===== src/tbr_pkg.sv =====
// Shared constants and CRC function for the Type B request/answer exchange
package tbr_pkg;
  localparam logic [7:0]  TBR_CMD_REQ      = 8'h05;
  localparam logic [7:0]  TBR_RSP_ATQB     = 8'h50;
  localparam logic [7:0]  TBR_PROTO_RATE   = 8'h91;
  localparam logic [7:0]  TBR_PROTO_FRAME  = 8'h81;
  localparam logic [3:0]  TBR_PROTO3_LOW   = 4'h0;
  localparam logic [31:0] TBR_APP_DATA     = 32'h0000_0000;
  localparam logic [7:0]  TBR_AFI_ALL      = 8'h00;
  localparam logic [3:0]  TBR_NIBBLE_ANY   = 4'h0;
  localparam int          TBR_WAKE_BIT     = 3;
  localparam logic [2:0]  TBR_REQ_LEN      = 3'h5;
  localparam logic [3:0]  TBR_RSP_LEN      = 4'he;
  localparam logic [3:0]  TBR_RSP_CRC_POS  = 4'hc;
  localparam logic [15:0] TBR_CRC_INIT     = 16'hffff;
  localparam logic [15:0] TBR_CRC_POLY     = 16'h8408;
  // Turnaround guard after an answer
  localparam int TBR_CLK_NS      = 40;
  localparam int TBR_ETU_NS      = 9440;
  localparam int TBR_GUARD_ETU   = 10;
  localparam int TBR_GUARD_FS    = 32;
  localparam int TBR_SUBCARR_KHZ = 848;
  localparam int TBR_GUARD_NS    = TBR_GUARD_ETU * TBR_ETU_NS
                                 + (TBR_GUARD_FS * 1000000 + TBR_SUBCARR_KHZ - 1) / TBR_SUBCARR_KHZ;
  localparam int TBR_GUARD_CYC   = (TBR_GUARD_NS + TBR_CLK_NS - 1) / TBR_CLK_NS;

  function automatic logic [15:0] tbr_crc_step(input logic [15:0] crc, input logic [7:0] b);
    logic [15:0] c;
    c = crc ^ {8'h00, b};
    for (int i = 0; i < 8; i++) begin
      c = c[0] ? ((c >> 1) ^ TBR_CRC_POLY) : (c >> 1);
    end
    return c;
  endfunction : tbr_crc_step
endpackage : tbr_pkg


===== src/tbr_link_if.sv =====
// Byte-stream link between reader and tag
`timescale 1ns/1ps
interface tbr_link_if;
  logic [7:0] rq_data;
  logic       rq_valid;
  logic       rq_last;
  logic       rq_ready;
  logic [7:0] rs_data;
  logic       rs_valid;
  logic       rs_last;
  logic       rs_ready;
  modport tag (input rq_data, rq_valid, rq_last, rs_ready,
               output rq_ready, rs_data, rs_valid, rs_last);
  modport reader (output rq_data, rq_valid, rq_last, rs_ready,
                  input rq_ready, rs_data, rs_valid, rs_last);
endinterface : tbr_link_if


===== src/tbr_tag.sv =====
// Tag end: request checking, answer building and answer FIFO
// Summary of operation
// Request code 05, family, parameter, two-byte CRC
// Request form answered while idle
// Wake-up form answered in halt and idle
// Family byte zero selects every tag
// Y0 matches upper nibble, 0Y lower nibble
// Other nonzero family must equal system code
// Parameter bits 7 to 5 ignored
// Slot field ignored, always answer at once
// Answer: 50, identifier, data, protocol, CRC
// Application data bytes are all zero
// First protocol byte is 91
// Second protocol byte is 81
// Reader waits 10 etu plus 32/fs after answer
// Third protocol byte carries wait integer high
// Application coding bits read 00
// Frame option bits read 00
// Bad CRC or wrong length gets no answer
// Halted tag ignores request, wakes on wake-up
`timescale 1ns/1ps
module tbr_fifo #(
  parameter int WIDTH = 9,
  parameter int DEPTH = 16
) (
  input  wire logic             clk,
  input  wire logic             rst,
  input  wire logic             ce,
  input  wire logic [WIDTH-1:0] in_data,
  input  wire logic             in_valid,
  output logic                  in_ready,
  output logic      [WIDTH-1:0] out_data,
  output logic                  out_valid,
  input  wire logic             out_ready
);
  localparam int AW = $clog2(DEPTH);
  if (DEPTH < 2 || (1 << AW) != DEPTH) begin : g_chk
    $error("tbr_fifo: DEPTH must be a power of two, at least 2");
  end
  logic [WIDTH-1:0] mem_r [DEPTH];
  logic [AW:0]      wr_r;
  logic [AW:0]      rd_r;
  logic             push;
  logic             pop;
  logic             full;
  logic             empty;

  assign full      = (wr_r[AW] != rd_r[AW]) && (wr_r[AW-1:0] == rd_r[AW-1:0]);
  assign empty     = (wr_r == rd_r);
  assign in_ready  = ce && !full;
  assign out_valid = ce && !empty;
  assign push      = in_valid && in_ready;
  assign pop       = out_valid && out_ready;

  always_ff @(posedge clk) begin
    if (push) begin
      mem_r[wr_r[AW-1:0]] <= in_data;
    end
  end

  always_ff @(posedge clk or posedge rst) begin
    if (rst) begin
      wr_r <= '0;
      rd_r <= '0;
    end else begin
      if (push) begin
        wr_r <= wr_r + 1'b1;
      end
      if (pop) begin
        rd_r <= rd_r + 1'b1;
      end
    end
  end

  // Registered storage drives the data output directly
  assign out_data = mem_r[rd_r[AW-1:0]];
endmodule : tbr_fifo

module tbr_tag
  import tbr_pkg::*;
#(
  parameter int FIFO_DEPTH = 16
) (
  input  wire logic        clk,
  input  wire logic        rst,
  input  wire logic        ce,
  tbr_link_if.tag          link,
  input  wire logic [7:0]  family_code,
  input  wire logic [31:0] pupi,
  input  wire logic [3:0]  fwi,
  input  wire logic        halt_req,
  output logic             halted,
  output logic             answered
);
  if (FIFO_DEPTH < 16) begin : g_chk
    $error("tbr_tag: FIFO_DEPTH must hold a whole answer");
  end

  typedef enum logic [1:0] {
    TBR_T_RX   = 2'b00,
    TBR_T_EVAL = 2'b01,
    TBR_T_TX   = 2'b10
  } tbr_tstate_type;

  tbr_tstate_type state_r;
  logic [7:0]  buf_r [TBR_REQ_LEN];
  logic [2:0]  cnt_r;
  logic        over_r;
  logic [15:0] rx_crc_r;
  logic [3:0]  tx_idx_r;
  logic [15:0] tx_crc_r;
  logic        halted_r;
  logic        answered_r;
  logic        rx_take;
  logic        accept;
  logic        sel;
  logic [7:0]  tx_byte;
  logic        f_ready;
  logic        f_push;
  logic [8:0]  f_out;

  assign link.rq_ready = ce && (state_r == TBR_T_RX);
  assign rx_take       = link.rq_valid && link.rq_ready;

  // Family selection: zero selects all, nibble forms, else exact code
  always_comb begin
    logic [7:0] afi;
    afi = buf_r[1];
    if (afi == TBR_AFI_ALL) begin
      sel = 1'b1;
    end else if (afi[3:0] == TBR_NIBBLE_ANY) begin
      sel = (afi[7:4] == family_code[7:4]);
    end else if (afi[7:4] == TBR_NIBBLE_ANY) begin
      sel = (afi[3:0] == family_code[3:0]);
    end else begin
      sel = (afi == family_code);
    end
  end

  // Slot and upper parameter bits are never looked at
  always_comb begin
    accept = !over_r && (cnt_r == TBR_REQ_LEN)
          && (~rx_crc_r == {buf_r[4], buf_r[3]})
          && (buf_r[0] == TBR_CMD_REQ)
          && sel
          && (buf_r[2][TBR_WAKE_BIT] || !halted_r);
  end

  always_ff @(posedge clk or posedge rst) begin
    if (rst) begin
      state_r <= TBR_T_RX;
    end else if (ce) begin
      case (state_r)
        TBR_T_RX: begin
          if (rx_take && link.rq_last) begin
            state_r <= TBR_T_EVAL;
          end
        end
        TBR_T_EVAL: begin
          state_r <= accept ? TBR_T_TX : TBR_T_RX;
        end
        TBR_T_TX: begin
          if (f_push && tx_idx_r == TBR_RSP_LEN - 4'h1) begin
            state_r <= TBR_T_RX;
          end
        end
        default: state_r <= TBR_T_RX;
      endcase
    end
  end

  // Receive side: count, keep first five bytes, CRC over first three
  always_ff @(posedge clk or posedge rst) begin
    if (rst) begin
      cnt_r    <= '0;
      over_r   <= 1'b0;
      rx_crc_r <= TBR_CRC_INIT;
      for (int i = 0; i < TBR_REQ_LEN; i++) begin
        buf_r[i] <= '0;
      end
    end else if (ce) begin
      if (state_r == TBR_T_EVAL) begin
        cnt_r    <= '0;
        over_r   <= 1'b0;
        rx_crc_r <= TBR_CRC_INIT;
      end else if (rx_take) begin
        if (cnt_r == TBR_REQ_LEN) begin
          over_r <= 1'b1;
        end else begin
          buf_r[cnt_r] <= link.rq_data;
          cnt_r        <= cnt_r + 3'h1;
        end
        if (cnt_r < TBR_REQ_LEN - 3'h2) begin
          rx_crc_r <= tbr_crc_step(rx_crc_r, link.rq_data);
        end
      end
    end
  end

  // Halt follows the outside command decoder; a set beats a wake-up
  always_ff @(posedge clk or posedge rst) begin
    if (rst) begin
      halted_r <= 1'b0;
    end else if (ce) begin
      if (halt_req) begin
        halted_r <= 1'b1;
      end else if (state_r == TBR_T_EVAL && accept) begin
        halted_r <= 1'b0;
      end
    end
  end

  always_comb begin
    case (tx_idx_r)
      4'h0:    tx_byte = TBR_RSP_ATQB;
      4'h1:    tx_byte = pupi[31:24];
      4'h2:    tx_byte = pupi[23:16];
      4'h3:    tx_byte = pupi[15:8];
      4'h4:    tx_byte = pupi[7:0];
      4'h5:    tx_byte = TBR_APP_DATA[31:24];
      4'h6:    tx_byte = TBR_APP_DATA[23:16];
      4'h7:    tx_byte = TBR_APP_DATA[15:8];
      4'h8:    tx_byte = TBR_APP_DATA[7:0];
      4'h9:    tx_byte = TBR_PROTO_RATE;
      4'ha:    tx_byte = TBR_PROTO_FRAME;
      4'hb:    tx_byte = {fwi, TBR_PROTO3_LOW};
      4'hc:    tx_byte = ~tx_crc_r[7:0];
      default: tx_byte = ~tx_crc_r[15:8];
    endcase
  end

  // Answer is pushed whole; a full FIFO simply stalls the builder
  assign f_push = (state_r == TBR_T_TX) && f_ready;

  always_ff @(posedge clk or posedge rst) begin
    if (rst) begin
      tx_idx_r   <= '0;
      tx_crc_r   <= TBR_CRC_INIT;
      answered_r <= 1'b0;
    end else if (ce) begin
      answered_r <= 1'b0;
      if (state_r == TBR_T_EVAL) begin
        tx_idx_r <= '0;
        tx_crc_r <= TBR_CRC_INIT;
      end else if (f_push) begin
        tx_idx_r <= tx_idx_r + 4'h1;
        if (tx_idx_r < TBR_RSP_CRC_POS) begin
          tx_crc_r <= tbr_crc_step(tx_crc_r, tx_byte);
        end
        if (tx_idx_r == TBR_RSP_LEN - 4'h1) begin
          answered_r <= 1'b1;
        end
      end
    end
  end

  tbr_fifo #(.WIDTH(9), .DEPTH(FIFO_DEPTH)) u_fifo (
    .clk       (clk),
    .rst       (rst),
    .ce        (ce),
    .in_data   ({tx_idx_r == TBR_RSP_LEN - 4'h1, tx_byte}),
    .in_valid  (state_r == TBR_T_TX),
    .in_ready  (f_ready),
    .out_data  (f_out),
    .out_valid (link.rs_valid),
    .out_ready (link.rs_ready)
  );

  assign link.rs_data = f_out[7:0];
  assign link.rs_last = f_out[8];
  assign halted       = halted_r;
  assign answered     = answered_r;
endmodule : tbr_tag


===== src/flat_wrapper.sv =====
// flat-port wrapper written by rule: the top's interface ports become plain ports
module tbr_tag_flat import tbr_pkg::*;
#(
  parameter int FIFO_DEPTH = 16
)
  (clk, rst, ce, family_code, pupi, fwi, halt_req, halted, answered, link_rq_data, link_rq_valid, link_rq_last, link_rs_ready, link_rq_ready, link_rs_data, link_rs_valid, link_rs_last);
  tbr_link_if link_i ();
  input  wire logic clk;
  input  wire logic rst;
  input  wire logic ce;
  input  wire logic [7:0] family_code;
  input  wire logic [31:0] pupi;
  input  wire logic [3:0] fwi;
  input  wire logic halt_req;
  output logic halted;
  output logic answered;
  input wire logic [$bits(link_i.rq_data)-1:0] link_rq_data;
  input wire logic [$bits(link_i.rq_valid)-1:0] link_rq_valid;
  input wire logic [$bits(link_i.rq_last)-1:0] link_rq_last;
  input wire logic [$bits(link_i.rs_ready)-1:0] link_rs_ready;
  output wire logic [$bits(link_i.rq_ready)-1:0] link_rq_ready;
  output wire logic [$bits(link_i.rs_data)-1:0] link_rs_data;
  output wire logic [$bits(link_i.rs_valid)-1:0] link_rs_valid;
  output wire logic [$bits(link_i.rs_last)-1:0] link_rs_last;
  assign link_i.rq_data = link_rq_data;
  assign link_i.rq_valid = link_rq_valid;
  assign link_i.rq_last = link_rq_last;
  assign link_i.rs_ready = link_rs_ready;
  assign link_rq_ready = link_i.rq_ready;
  assign link_rs_data = link_i.rs_data;
  assign link_rs_valid = link_i.rs_valid;
  assign link_rs_last = link_i.rs_last;
  tbr_tag #(.FIFO_DEPTH(FIFO_DEPTH)) u_core (.clk(clk), .rst(rst), .ce(ce), .link(link_i), .family_code(family_code), .pupi(pupi), .fwi(fwi), .halt_req(halt_req), .halted(halted), .answered(answered));
endmodule

===== config.mk =====
export PLATFORM = sky130hd
export DESIGN_NAME = tbr_tag_flat
export DESIGN_NICKNAME = d
export VERILOG_FILES = /design/src/tbr_pkg.sv /design/src/tbr_link_if.sv /design/src/tbr_tag.sv /design/src/flat_wrapper.sv
export SDC_FILE = /design/constraint.sdc
export NUM_CORES = 1
export LEC_CHECK = 0
export BUFFER_PORTS_ARGS = -buffer_cell sky130_fd_sc_hd__buf_2
export CAP_MARGIN = 30
export CORE_MARGIN = 2
export CORE_UTILIZATION = 45
export CTS_BUF_LIST = sky130_fd_sc_hd__clkbuf_4 sky130_fd_sc_hd__clkbuf_8
export CTS_CLUSTER_DIAMETER = 200
export CTS_CLUSTER_SIZE = 12
export DETAILED_ROUTE_END_ITERATION = 8
export GPL_ROUTABILITY_DRIVEN = 0
export SKIP_LAST_GASP = 1
export SYNTH_ARGS = -nofsm -noshare
export SYNTH_HDL_FRONTEND = slang
export SYNTH_HIERARCHICAL = 1
export SYNTH_SLANG_ARGS = --single-unit

===== constraint.sdc =====
create_clock -name clk -period 6.6 [get_ports clk]
set_input_delay 0.33 -clock clk [delete_from_list [all_inputs] [get_ports clk]]
set_output_delay 0.33 -clock clk [all_outputs]
set_load 0.1 [all_outputs]

# Word level (Yosys, flattened, before mapping)
# Memory sizes are Yosys's and may differ from the RTL's.
# Cells that the tools add are included.
# totals
register_bits,94
ramBits,144
inputBits,59
output_inout_bits,13
elab_cells,164
memories,1
# op_classes
addsub,4
order_cmp,4
n_eq_ne,27
mux,48
bitwise,24
reduce_logical,41
# memory_table
name,depth,word_bits,rd,rd_clocked_by_memory_dff,write_ports,line_no,rtl
u_core.u_fifo.mem_r,16,9,1,0,1,tbr_tag.sv:40,logic [WIDTH-1:0] mem_r [DEPTH];
# ops
op,count
16-bit 2-to-1 mux,22
8-bit case mux with 10 select lines,1
2-bit NOT with 3-bit output,16
40-bit bitwise mux,1
16-bit by 8-bit bitwise XOR with 16-bit output,2
8-bit demux with 3-bit select,1
4-bit == test (second input constant),6
16-bit == test,1
4-bit by 3-bit == test with 1-bit output (second input constant),4
1-bit logical AND,16
16-bit NOT,1
8-bit NOT,2
3-bit AND reduction,5
1-bit 2-to-1 mux,13
4-bit == test,3
4-bit zero test,3
2-bit nonzero test,6
5-bit by 1-bit adder with 5-bit output (second input constant),2
3-bit 2-to-1 mux,3
4-bit by 2-bit == test with 1-bit output (second input constant),2
8-bit by 3-bit == test with 1-bit output (second input constant),1
8-bit == test,1
8-bit zero test,1
4-bit 2-to-1 mux,2
other kinds (25),33

# Depth between registers and ports, before layout
# logic_depth
depth_word,23
ltp_mapped,11
depth_no_buf,10

# Modules after synthesis
# Netlist, hierarchy kept.
# modules_own_cells
module,instances,cells_each,area_per_inst_um2,seq_area_each_um2
tbr_fifo,1,321,6356.1,4574.4
tbr_tag,1,451,4626.9,1966.9

# Worst setup path before layout
# Ideal clock, no wire load.
# synth_path
kind,reg-to-reg
start,register u_core.state_r[0]
end,register u_core/buf_r[24] in the netlist's numbering
setup_time_ps,125
arrival_ps,3006
t_required_ps,6475
setup_slack_ps,3469
path_stages_with_launch,7
path_buffers,1
synth_period_minus_slack_ps,3131
cell_sequence,dfrtp_1 -> nor3b_2 -> and2_1 -> nand2b_1 -> clkbuf_1 -> nor3b_2 -> mux2_2
# synth_via
elab_chain_len,4
word_cells_on_any_way,6
classes_between,eq/ne (1); bitwise (1); reduce/logical (4)
# synth_lines
element,line_no,rtl
start: declaration,tbr_tag.sv:105,tbr_tstate_type state_r;
start signal: assignment,tbr_tag.sv:160,state_r <= accept ? TBR_T_TX : TBR_T_RX;
2-bit zero test,tbr_tag.sv:122,assign link.rq_ready = ce && (state_r == TBR_T_RX);
1-bit logical AND,tbr_tag.sv:122,
named net link_rq_ready,flat_wrapper.sv:21,output wire logic [$bits(link_i.rq_ready)-1:0] link_rq_ready;
1-bit logical AND,tbr_tag.sv:123,assign rx_take = link.rq_valid && link.rq_ready;
4-bit AND reduction (no line),n/a,
end signal: indexed assignment,tbr_tag.sv:190,buf_r[cnt_r] <= link.rq_data;
end: declaration,tbr_tag.sv:106,logic [7:0] buf_r [TBR_REQ_LEN];
# The timed path passes the listed nets, and every way through them passes these cells.
# A chain may end at the register's enable or synchronous reset.

# Final worst setup path
# layout_path
start,register u_core.tx_idx_r[0]
end,register u_core.tx_crc_r[1]
# layout_via
elab_chain_len,16
word_cells_on_any_way,31
classes_between,order compare (1); eq/ne (12); mux (12); bitwise (2); reduce/logical (4)
# layout_lines
element,line_no,rtl
start: declaration,tbr_tag.sv:110,logic [3:0] tx_idx_r;
start signal: assignment,tbr_tag.sv:246,tx_idx_r <= tx_idx_r + 4'h1;
4-bit by 3-bit == test with 1-bit output or 4-bit == test (tied branches),tbr_tag.sv:214,case (tx_idx_r)
4-bit OR reduction (no line),n/a,
8-bit case mux with 10 select lines *,tbr_tag.sv:214,
named net u_core.tx_byte[5],tbr_tag.sv:117,logic [7:0] tx_byte;
16-bit by 8-bit bitwise XOR with 16-bit output *,tbr_pkg.sv:29,"c = crc ^ {8'h00, b};"
16-bit 2-to-1 mux *,tbr_pkg.sv:31,c = c[0] ? ((c >> 1) ^ TBR_CRC_POLY) : (c >> 1);
2-bit NOT with 3-bit output (no line),n/a,
16-bit 2-to-1 mux * (7 in series),tbr_pkg.sv:31,
16-bit 2-to-1 mux *,tbr_tag.sv:247,if (tx_idx_r < TBR_RSP_CRC_POS) begin
16-bit 2-to-1 mux *,tbr_tag.sv:245,end else if (f_push) begin
16-bit 2-to-1 mux *,tbr_tag.sv:242,if (state_r == TBR_T_EVAL) begin
end signal: assignment,tbr_tag.sv:248,"tx_crc_r <= tbr_crc_step(tx_crc_r, tx_byte);"
end: declaration,tbr_tag.sv:111,logic [15:0] tx_crc_r;
# The timed path passes the listed nets; every way through them passes the cells marked *. The select of a mux whose other input is x is not followed.

==> qor.yml <==
syn-instance-count: 772
dp_hpwl_um: 16000
crit_fanout: 17
finalSetupTns_ns: 0
grt_max_degree: 78
timing.rr.start: "u_core/tx_idx_r[0]$_DFFE_PP0P_"
yosysMostFrequentCell: "edfxtp_1"
first_pass_iters: 7
area_growth_pct: 11.4
rr_endpoint: "u_core/tx_crc_r[1]$_DFFE_PP1P_"
wl_per_cell_um: 20.0
required_ns: 7.05
tightestPinTransition_ns: 1.02
core_um2: 24100
finClkSkew_ns: 0.0206
antenna_found_initial: 0
synthDistinctLibCells: 72
detail-route-antenna-nets: 0
drive_above_1_share_pct: 30.5
hold_viol: 0
rsz0062_at_grt: "no"
syn_avg_cell_area_um2: 14.2
setup_viol: 0
io_buffer_count: 71
syn_nets: 843
drt-initial-drc-count: 576
drc: 0
r2r_cells: 10
grt_pass1_vias: 6754
via_per_inst: 5.61
ys_ff_latch: 231
crit_path_start_kind: "register"
synthArstFlopShare_pct: 37.7
period_minus_slack_ns: 3.23
multi_input_area_um2: 4150
hold_buffers: 3
min-delay-start: "link_rs_ready"
clk_pin_slew_worst_paths_ns: 0.10
synthTopCellsByCount: "edfxtp_1 (144), dfrtp_1 (55), xnor2_1 (51), nor2_1 (37), mux2_2 (36)"
layout_setup_ws_ns: 3.37
final.fill_count: 2114
holdPathEnd: "u_core/u_fifo/rd_r[2]$_DFFE_PP0P_"
hold_path_class: "in -> reg"
synth-edff-count: 144
grt-ovfl-total: 0
ys_warn_count: 6
htree_levels: 1
cts_resized: 0
status: "complete, no violations"
dpl_cell_area_um2: 11700
synth_top_cell_by_area: "edfxtp_1"
die_area_um2: 25700
clock.fmax_mhz: 309
layoutNonFillerInstCount: 1190
min_path_cells: 3
io_pins: 72
dpl.cell_count: 1143
cts_tree: "yes"
seqCellArea_um2: 6540
final_cell_area_um2: 12200
ir_worst_vdd_mv: 0.210
cp-end-kind: "register"
cts_sinks: 231
grt_util_all_layers_pct: 18.6
rows: 57
leakage_uw: 0.00452
post_cts_buffers: 0
worstSetupPathType: "reg -> reg"
num_antenna_cells: 0
powerDensity_nw_per_um2: 269
clock_path_buffers: 3
maxSlewViolCount: 0
root_buffer: "clkbuf_8"
maxSlewHeadroom_pct: 31.6
fin_nets: 921
synth_flop_cell: "edfxtp_1"
via_count: 6671
seq_area_frac_synth_pct: 59.6
die_y_um: 160
dp_slack_ns: 3.43
ff2ff_setup_slack_ns: 3.37
yosys-top-cells-area: "edfxtp_1 (39%), dfrtp_1 (13%), dfstp_2 (7.7%), mux4_2 (4.1%), xnor2_1 (4.1%)"
cap_violations: 0
clock_latency_ns: 0.53
grt_pass1_wl_um: 37700
initial_core_util_pct: 45.6
cp.arrival_ns: 3.68
synth_area_um2: 11000
routed_wl_um: 23800
synth.top_cell.area_share_pct: 39.4
cts-buffers-inserted: 23
die_w_um: 160
post-route-period-util_pct: 49.0
## logic make-up (layout without fill, tap and decap cells)
kind of cell             Yosys count  in the layout  share of synthesized area (%)
multiplexers                      95             95                           12.6
adder cells (fa/ha/maj)           12             12                           1.37
AND/OR/NAND/NOR                  156            156                           7.36
flip-flops                       231            231                           59.6
buffers and inverters             56            150                           2.89
XOR/XNOR                          86             86                           7.54
AO/OA/AOI/OAI                    136            136                           8.69
## worst max path at each step
stage	slack, ns	endpoint	from
2_1_floorplan	3.47	u_core/buf_r[24]$_DFFE_PP0P_	u_core/state_r[0]$_DFFE_PP0P_
3_3_place_gp	3.49	u_core/u_fifo/mem_r[3][7]$_DFFE_PP_	u_core/u_fifo/rd_r[0]$_DFFE_PP0P_
3_5_place_dp	3.43	u_core/tx_crc_r[1]$_DFFE_PP1P_	u_core/tx_idx_r[0]$_DFFE_PP0P_
4_1_cts	3.33	link_rs_data[7]	u_core/u_fifo/rd_r[0]$_DFFE_PP0P_
5_1_grt	3.07	u_core/tx_crc_r[1]$_DFFE_PP1P_	u_core/tx_idx_r[0]$_DFFE_PP0P_
6_report	3.37	u_core/tx_crc_r[1]$_DFFE_PP1P_	u_core/tx_idx_r[0]$_DFFE_PP0P_
## stage by stage
stage	power [uW]	util (%)	hold WS [ns]
2_1_floorplan	2280	-	0.170
3_3_place_gp	2400	47.9	0.354
3_5_place_dp	2420	48.6	0.352
4_1_cts	3320	50.6	0.0776
5_1_grt	3460	50.8	0.0962
6_report	3290	50.8	0.106
## routing by layer
layer  track usage, %  vias to the layer above  share of wire [%]
li1                 -                     3071                  -
met4             5.36                        0                2.7
met1             25.1                     3413                 44
met3             2.31                       49                3.5
met2             31.7                      138                 50
met5                0                        -                  0
## registers in the layout, indices dropped and copies added (netlist names), 3 cells and up
signal and flops:
u_core/u_fifo/rd_r 5, u_core/rx_crc_r 16, u_core/u_fifo/wr_r 5, u_core/tx_crc_r 16, u_core/buf_r 33, u_core/tx_idx_r 4, u_core/u_fifo/mem_r 144, u_core/cnt_r 3
## cell usage in the layout (no fill, tap or decap), types with 23 or more instances in the layout
cell type	count
a21oi_1	33
buf_2	71
clkbuf_8	23
dfrtp_1	53
dfstp_2	32
edfxtp_1	144
mux2_2	36
mux2i_1	28
nand2_1	25
nor2_1	37
nor3_1	31
xnor2_1	51
xor2_1	25
## critical path, stage by stage (launching register included)
cell	delay (ns)
dfrtp_1	0.45
inv_1	0.12
ha_1	0.36
or3_4	0.44
nor3_2	0.21
nor2_2	0.19
o21ai_2	0.56
xor2_1	0.29
xnor2_1	0.12
and3_1	0.19
nor3_1	0.20
## power breakdown
| part | internal, uW | total, uW | leakage [uW] | switching (uW) |
|---|---|---|---|---|
| Clock | 420 | 896 | 0.000245 | 477 |
| Combinational | 292 | 541 | 0.00182 | 250 |
| Sequential | 1710 | 1850 | 0.00246 | 142 |
## layout make-up
type	count	share of cell area (%)
clock buffers	39	3.57
repair buffers	96	5.14
flip-flops and latches	231	53.5
multi-input cells	485	33.9
inverters	13	0.399
well taps	324	3.31
clock inverters	2	0.153
(Power assumes the default switching activity.)
